<file path="config.mk">
export PLATFORM = sky130hd
export DESIGN_NAME = port_data_regs
export DESIGN_NICKNAME = d
export VERILOG_FILES = /design/src/shared/port_data_pkg.sv /design/src/core/port_data_regs.sv /design/src/core/pin_sync.sv
export SDC_FILE = /design/constraint.sdc
export NUM_CORES = 1
export LEC_CHECK = 0
export BUFFER_PORTS_ARGS = -buffer_cell sky130_fd_sc_hd__buf_2
export CAP_MARGIN = 0
export CORE_ASPECT_RATIO = 1.5
export CORE_MARGIN = 1
export CORE_UTILIZATION = 30
export CTS_BUF_LIST = sky130_fd_sc_hd__clkbuf_16
export CTS_CLUSTER_DIAMETER = 30
export DETAILED_ROUTE_END_ITERATION = 8
export PLACE_DENSITY = 0.59
export SYNTH_ARGS = -nofsm -noshare
export SYNTH_HDL_FRONTEND = slang
export SYNTH_SLANG_ARGS = --single-unit
</file>
<file path="constraint.sdc">
create_clock -name clk -period 1 [get_ports clk]
set_clock_uncertainty 0.15 [all_clocks]
set_input_delay 0.05 -clock clk [delete_from_list [all_inputs] [get_ports clk]]
set_output_delay 0.05 -clock clk [all_outputs]
set_load 0.02 [all_outputs]
</file>
<file path="src/shared/port_data_pkg.sv">
// constants, bus carriers and behaviour notes for the input-mostly port data registers
// Notes on behaviour
// - group one: eight input-only pins with pull-ups
// - group one register: eight bits, read-only, bitwise
// - general input read returns sampled pin level
// - power-on: inputs with pull-up, reads show pins
// - input-only data bits discard every write
// - group two: five io-capable, three input pins
// - group two register: eight bits read-only, undefined
// - group three: one bidirectional, seven input pins
// - group three bit seven writable, reset zero
// - output mode drives stored bit onto pin
// - output mode read returns stored bit
// - non-output mode write still updates stored bit
// - stored bit survives everything but power-on reset
// - group three low bits read low unless input
// - decode physical address, alias when untranslated
package port_data_pkg;

   // ======================================================================
   // register addresses
   localparam logic [31:0] ADDR_GROUP_ONE = 32'h0400012a; // input_group_one_levels
   localparam logic [31:0] ADDR_GROUP_TWO = 32'h0400012c; // input_group_two_levels
   localparam logic [31:0] ADDR_GROUP_THREE = 32'h0400012e; // mixed_group_three_data
   localparam logic [31:0] ALIAS_REGION_BITS = 32'ha0000000; // uncached alias region bits
   localparam logic [31:0] PHYS_ADDR_MASK = 32'h1fffffff; // strips the region bits

   // ======================================================================
   // field layout and reset values
   localparam int PIN_COUNT = 8; // pins per group
   localparam int FN_FIELD_WIDTH = 2; // function code width per pin
   localparam int BIDIR_BIT = 7; // group_three_bidir_bit position
   localparam logic BIDIR_RESET = 1'b0; // stored bit after power-on
   localparam logic [7:0] PULLUP_RESET = 8'hff; // pull-ups on after power-on
   localparam logic [7:0] RDATA_RESET = 8'h00; // read data after reset
   localparam logic [7:0] UNMAPPED_RDATA = 8'h00; // answer to unmapped reads

   // ======================================================================
   // per-pin function codes
   localparam logic [1:0] FN_ALTERNATE = 2'h0; // other function
   localparam logic [1:0] FN_OUTPUT = 2'h1; // output, reserved on input-only pins
   localparam logic [1:0] FN_INPUT_PULLUP = 2'h2; // input, pull-up on
   localparam logic [1:0] FN_INPUT_PLAIN = 2'h3; // input, pull-up off

   // ======================================================================
   // register bus carriers
   typedef struct packed {
      logic [31:0] addr; // byte address
      logic rd; // one-cycle read strobe
      logic wr; // one-cycle write strobe
      logic [7:0] wdata; // write byte
   } bus_req_t;

   typedef struct packed {
      logic ack; // one-cycle answer pulse
      logic [7:0] rdata; // read byte, held until next read
   } bus_rsp_t;

endpackage : port_data_pkg

</file>
<file path="src/core/port_data_regs.sv">
// data registers of three input-mostly pin groups with byte register access
`timescale 1ns/1ps
`default_nettype none
module port_data_regs #(
   parameter int GROUP_PINS = port_data_pkg::PIN_COUNT
) (
   input wire logic clk, // peripheral clock, 40 MHz
   input wire logic rst_b, // power-on reset, async, active low
   input wire port_data_pkg::bus_req_t bus_req, // byte register requests
   output port_data_pkg::bus_rsp_t bus_rsp, // registered answers
   input wire logic addr_xlate_off, // high when no address translation applies
   input wire logic [15:0] group_one_function_control, // two bits per pin
   input wire logic [15:0] group_two_function_control, // two bits per pin
   input wire logic [15:0] group_three_function_control, // two bits per pin
   input wire logic [7:0] group_one_pins, // raw pin levels
   input wire logic [7:0] group_two_pins, // raw pin levels
   input wire logic [7:0] group_three_pins, // raw pin levels, bit 7 is the bidir pin
   output logic group_three_bidir_pin_out, // level driven on the bidir pin
   output logic group_three_bidir_pin_oe_b, // low while the bidir pin is driven
   output logic [7:0] group_one_pullup_en, // pull-up enables
   output logic [7:0] group_two_pullup_en, // pull-up enables
   output logic [7:0] group_three_pullup_en // pull-up enables
);
   import port_data_pkg::*;

   // ======================================================================
   // elaboration check
   // every address holds one byte, so the group size is fixed
   if (GROUP_PINS != PIN_COUNT) begin : g_pins_check
      $error("port_data_regs supports exactly eight pins per group");
   end

   // ======================================================================
   // helpers
   // pick the two-bit function code of pin n
   function automatic logic [1:0] fn_code(input logic [15:0] ctrl, input int n);
      logic [1:0] code;
      code = ctrl[n*FN_FIELD_WIDTH +: FN_FIELD_WIDTH];
      return code;
   endfunction : fn_code

   // true for either input code (upper function bit set)
   function automatic logic is_input(input logic [1:0] code);
      logic res;
      res = (code == FN_INPUT_PULLUP) || (code == FN_INPUT_PLAIN);
      return res;
   endfunction : is_input

   // ======================================================================
   // synchronised pins
   logic [7:0] g1_sync; // group one levels after two flops
   logic [7:0] g2_sync; // group two levels after two flops
   logic [7:0] g3_sync; // group three levels after two flops

   // pins come from outside, so each passes two flops first
   pin_sync #(.WIDTH(8)) u_sync_one (
      .clk(clk),
      .rst_b(rst_b),
      .async_in(group_one_pins),
      .sync_out(g1_sync)
   );

   pin_sync #(.WIDTH(8)) u_sync_two (
      .clk(clk),
      .rst_b(rst_b),
      .async_in(group_two_pins),
      .sync_out(g2_sync)
   );

   pin_sync #(.WIDTH(8)) u_sync_three (
      .clk(clk),
      .rst_b(rst_b),
      .async_in(group_three_pins),
      .sync_out(g3_sync)
   );

   // ======================================================================
   // address decode
   logic alias_hit_ok; // alias region is decoded
   logic sel_one; // request targets group one
   logic sel_two; // request targets group two
   logic sel_three; // request targets group three
   logic req_any; // a read or write strobe this cycle

   // physical address always, alias only without translation
   always_comb begin
      alias_hit_ok = addr_xlate_off && ((bus_req.addr & ~PHYS_ADDR_MASK) == ALIAS_REGION_BITS);
      sel_one = (bus_req.addr == ADDR_GROUP_ONE) ||
         (alias_hit_ok && ((bus_req.addr & PHYS_ADDR_MASK) == ADDR_GROUP_ONE));
      sel_two = (bus_req.addr == ADDR_GROUP_TWO) ||
         (alias_hit_ok && ((bus_req.addr & PHYS_ADDR_MASK) == ADDR_GROUP_TWO));
      sel_three = (bus_req.addr == ADDR_GROUP_THREE) ||
         (alias_hit_ok && ((bus_req.addr & PHYS_ADDR_MASK) == ADDR_GROUP_THREE));
      req_any = bus_req.rd || bus_req.wr;
   end

   // ======================================================================
   // group three stored bit
   logic bidir_r; // group_three_bidir_bit storage
   logic bidir_out_mode; // bidir pin set to general output

   assign bidir_out_mode = (fn_code(group_three_function_control, BIDIR_BIT) == FN_OUTPUT);

   // only the power-on reset touches it; a manual reset or sleep never reaches here
   always_ff @(posedge clk or negedge rst_b) begin
      if (!rst_b) begin
         bidir_r <= BIDIR_RESET;
      end else if (bus_req.wr && sel_three) begin
         // stored in every mode, the pin only follows in output mode
         bidir_r <= bus_req.wdata[BIDIR_BIT];
      end
   end

   // ======================================================================
   // read values per bit
   logic [7:0] g1_read; // group one read view
   logic [7:0] g2_read; // group two read view
   logic [7:0] g3_read; // group three read view

   // input-only bits: pin level in input modes, low otherwise
   for (genvar n = 0; n < 8; n++) begin : g_read_bits
      // group one and two are read-only; no write path exists for them
      assign g1_read[n] = is_input(fn_code(group_one_function_control, n)) ? g1_sync[n] : 1'b0;
      assign g2_read[n] = is_input(fn_code(group_two_function_control, n)) ? g2_sync[n] : 1'b0;
      if (n == BIDIR_BIT) begin : g_bidir
         // stored bit for output and alternate, pin level for inputs
         assign g3_read[n] = is_input(fn_code(group_three_function_control, n)) ? g3_sync[n] : bidir_r;
      end else begin : g_input_only
         assign g3_read[n] = is_input(fn_code(group_three_function_control, n)) ? g3_sync[n] : 1'b0;
      end
   end

   // ======================================================================
   // bus answer
   // answer one cycle after every strobe; unmapped reads give zero
   always_ff @(posedge clk or negedge rst_b) begin
      if (!rst_b) begin
         bus_rsp.ack <= 1'b0;
      end else begin
         bus_rsp.ack <= req_any;
      end
   end

   // read data held between reads, so a slow master may sample late
   always_ff @(posedge clk or negedge rst_b) begin
      if (!rst_b) begin
         bus_rsp.rdata <= RDATA_RESET;
      end else if (bus_req.rd) begin
         if (sel_one) begin
            bus_rsp.rdata <= g1_read;
         end else if (sel_two) begin
            bus_rsp.rdata <= g2_read;
         end else if (sel_three) begin
            bus_rsp.rdata <= g3_read;
         end else begin
            bus_rsp.rdata <= UNMAPPED_RDATA;
         end
      end
   end
   // writes to groups one and two and to bits 6..0 of group three fall on the floor

   // ======================================================================
   // pin drive and pull-ups
   logic [7:0] pu_one_nxt; // next pull-up enables, group one
   logic [7:0] pu_two_nxt; // next pull-up enables, group two
   logic [7:0] pu_three_nxt; // next pull-up enables, group three

   // pull-up follows the input-with-pull-up code on each pin
   always_comb begin
      for (int n = 0; n < 8; n++) begin
         pu_one_nxt[n] = (fn_code(group_one_function_control, n) == FN_INPUT_PULLUP);
         pu_two_nxt[n] = (fn_code(group_two_function_control, n) == FN_INPUT_PULLUP);
         pu_three_nxt[n] = (fn_code(group_three_function_control, n) == FN_INPUT_PULLUP);
      end
   end

   // registered enables; reset leaves every pull-up on
   always_ff @(posedge clk or negedge rst_b) begin
      if (!rst_b) begin
         group_one_pullup_en <= PULLUP_RESET;
         group_two_pullup_en <= PULLUP_RESET;
         group_three_pullup_en <= PULLUP_RESET;
      end else begin
         group_one_pullup_en <= pu_one_nxt;
         group_two_pullup_en <= pu_two_nxt;
         group_three_pullup_en <= pu_three_nxt;
      end
   end

   // bidir pin drives the stored bit in output mode only
   // the level is the register itself, so it is glitch free
   assign group_three_bidir_pin_out = bidir_r;
   assign group_three_bidir_pin_oe_b = ~bidir_out_mode;
endmodule : port_data_regs
`default_nettype wire

</file>
<file path="src/core/pin_sync.sv">
// two-stage synchroniser for a bundle of pin levels
`timescale 1ns/1ps
`default_nettype none
module pin_sync #(
   parameter int WIDTH = 8
) (
   input wire logic clk,
   input wire logic rst_b,
   input wire logic [WIDTH-1:0] async_in,
   output logic [WIDTH-1:0] sync_out
);

   // ======================================================================
   // elaboration check
   if (WIDTH < 1) begin : g_width_check
      $error("pin_sync width must be at least one");
   end

   // ======================================================================
   // stages
   logic [WIDTH-1:0] meta_r; // first stage, read only by the second

   // first stage catches the pin, second one feeds logic
   always_ff @(posedge clk or negedge rst_b) begin
      if (!rst_b) begin
         meta_r <= '0;
         sync_out <= '0;
      end else begin
         meta_r <= async_in;
         sync_out <= meta_r;
      end
   end

endmodule : pin_sync
`default_nettype wire

</file>
==> results.yml <==
sta:
  post-route-period-util_pct: 140
  tightest_slew_ns: 0.356
  fin_setup_tns_ns: -7.88
  relSlewSlack_pct: 76.3
  hold_viol_final: 16
  fin_crit_ns: 1.40
  max_freq_mhz: 714
  holdWs_ns: -0.0402
  rsz0062_at_grt: "yes"
  setup_violations: 43
  drv_slew: 0
  setup_ws_ns: -0.400
synthesis:
  synth_area_leaders: "dfrtp_1 (53%), dfstp_2 (23%), nor2b_1 (6.0%)"
  synth-simple-area-share_pct: 13.9
  synthTopCellsByCount: "dfrtp_1 (58), nor2b_1 (26), dfstp_2 (24)"
  synth_edf_count: 0
  synth_fa_ha_area_share_pct: 0
  synthesis.nets: 296
  ys_types: 29
  synth_mux_area_share_pct: 0.781
  synth_top_family_by_area: "simple AND/OR/NAND/NOR gates"
  ys_seq_area_share_pct: 76.4
  ys_ff_latch: 82
  synth_xor_area_share_pct: 0
  syn_area_mm2: 0.00272
  synth_area_leader_cell: "dfrtp_1"
  ys_warn_count: 0
  syn_avg_cell_area_um2: 15.2
  synthArstFlopShare_pct: 100
  yosysMostFrequentCell: "dfrtp_1"
  synth_top_area_share_pct: 53.3
  ys.flop_type: "dfrtp_1"
  synth_cells: 179
  synth_compound_area_share_pct: 8.18
clock_network:
  cts_tree: "done"
  clkTransAtPathRegs_ns: 0.06
  clock_latency_ns: 0.33
  holdBufCountCts: 76
  cts_root_buffer: "clkbuf_16"
  clkSinkCount: 82
  clk_path_buf_depth: 2
  htree_levels: 3
  cts_buffers: 9
floorplan:
  die_h_um: 119
  core-area_mm2: 0.00883
  ios: 152
  die_x_um: 79.8
  fp-row-count: 42
  dieArea_mm2: 0.00947
  initial_utilization_pct: 30.9
run_status:
  violations: "negative hold slack, negative setup slack"
  status: "complete, but fails checks"
layout:
  area_growth_pct: 84.0
  num_antenna_cells: 0
  drive_above_1_share_pct: 48.7
  fin_nets: 543
  final_util_pct: 56.8
worst_setup_path:
  r2r_cells: 4
  critical_path_buf_inv_count: 1
  path_class: "in2reg"
  slowest_delay_ns: 0.53
  path_cells: "buf_6, or4_4, a2111oi_4, nand4_4, o31ai_1"
  startpoint_type: "primary input"
  cp_top_family: "simple AND/OR/NAND/NOR gates"
  worst-path-stages: 5
  crit_arrival_ns: 1.48
  slowest_stage: "or4_4"
  regToRegSetupSlack_ns: -0.15
  endpoint_kind: "flop"
  critPathRequiredTime_ns: 1.08
  crit_fanout: 8
hold_path:
  hp-class: "in2reg"
  hold_depth: 4
drt:
  dr_total_vias: 2366
  drt_iter0_markers: 78
  dr.pass1.iters: 4
  ant_nets: 0
  drc: 0
  wirelength_um: 7750
  wl_per_cell_um: 14.3
  avgViaCountPerCell: 4.37
place:
  hpwl_um: 5220
  place.gp.congestion: 0.756
  io_buffer_count: 144
global_route:
  grt_pass1_vias: 2738
  grt_max_degree: 30
  antenna_found_initial: 0
  grt_pass1_wl_um: 12400
  overflow: 0
  grt_usage_pct: 18.0
power:
  p_per_area_mw_per_mm2: 1460
  peakVddDrop_mv: 0.864
  p_leak_nw: 2.34
run:
  drv_cap: 0
## state kept, by name, summed over array words and instances (netlist names)
signal,cells
bus_rsp,9
group_one_pullup_en,8
group_three_bidir_pin_out,1
group_three_pullup_en,8
group_two_pullup_en,8
u_sync_one.meta_r,8
u_sync_one.sync_out,8
u_sync_three.meta_r,8
u_sync_three.sync_out,8
u_sync_two.meta_r,8
u_sync_two.sync_out,8
## worst paths after layout
| kind | from | end |
|---|---|---|
| worst max-delay path | bus_req[20] | bus_rsp[1] |
| worst min-delay path | bus_req[10] | group_three_bidir_pin_out |
| worst max register to register | group_three_bidir_pin_out | bus_rsp[7] |
| worst min register to register | u_sync_three.meta_r[3] | u_sync_three.sync_out[3] |
| max in group asynchronous | rst_b | group_two_pullup_en[7] |
| min in group asynchronous | rst_b | u_sync_two.sync_out[1] |
## logic make-up (layout without fill, tap and decap cells)
family          after synthesis  after routing
compound gates               27             27
buf+inv                       5            257
flops                        82             82
mux                           2              2
simple gates                 63             63
## final cells by class
cell class	instances	area, um2
inverters	2	7.51
clock inverters	7	30.0
multi-input cells	92	642
clock buffers	9	225
fillers	714	3820
well taps	110	138
flip-flops and latches	82	2080
repair buffers	239	1890
## what timing repair did
item	4_1_cts	5_1_grt
buffers inserted	3	1
setup endpoints to repair	43	43
endpoints found under the hold margin	140	5
resized for setup	71	2
pin swaps	2	1
## stage by stage
step | instance area, um2 | total power [mW] | setup WS (ns) | instances
floorplan | 2730 | 3.79 | -0.567 | 179
detailed placement | 3730 | 4.24 | -0.767 | 445
global route | 5010 | 7.64 | -0.467 | 541
global placement | 3730 | 4.22 | -0.715 | 445
finish | 5010 | 7.30 | -0.400 | 541
CTS | 4990 | 7.41 | -0.398 | 540
## power breakdown
part,switching (mW),internal [mW]
Sequential,0.0500,3.51
Clock,1.18,1.63
Combinational,0.381,0.557
Total,1.61,5.69
## tightest hold or removal path: stages
cell and delay [ns]:
buf_2 0.09, nor4_1 0.05, nand4_1 0.08, mux2_1 0.13
## cell usage in the layout, fill, tap and decap left out, types with 2 or more instances in the layout
cell and instances:
o31ai_1 5, nand2_1 16, nand3_1 8, a21oi_1 2, dfrtp_1 58, o31ai_2 3
dlygate4sd3_1 76, nor4_1 2, buf_6 36, dfstp_2 24, clkinv_1 2, a32oi_1 8
buf_4 16, buf_12 3, or4_4 2, clkbuf_16 9, o21ai_0 7, nor2b_1 26
clkinv_2 3, buf_2 108, inv_1 3
## routing by layer
layer	global-route usage [%]	vias up	share of wire, %
li1	-	1119	-
met1	16.2	1124	33
met2	35.3	103	58
met3	4.40	20	5.9
met4	8.71	0	2.6
met5	0	-	0
(Power assumes the default switching activity.)
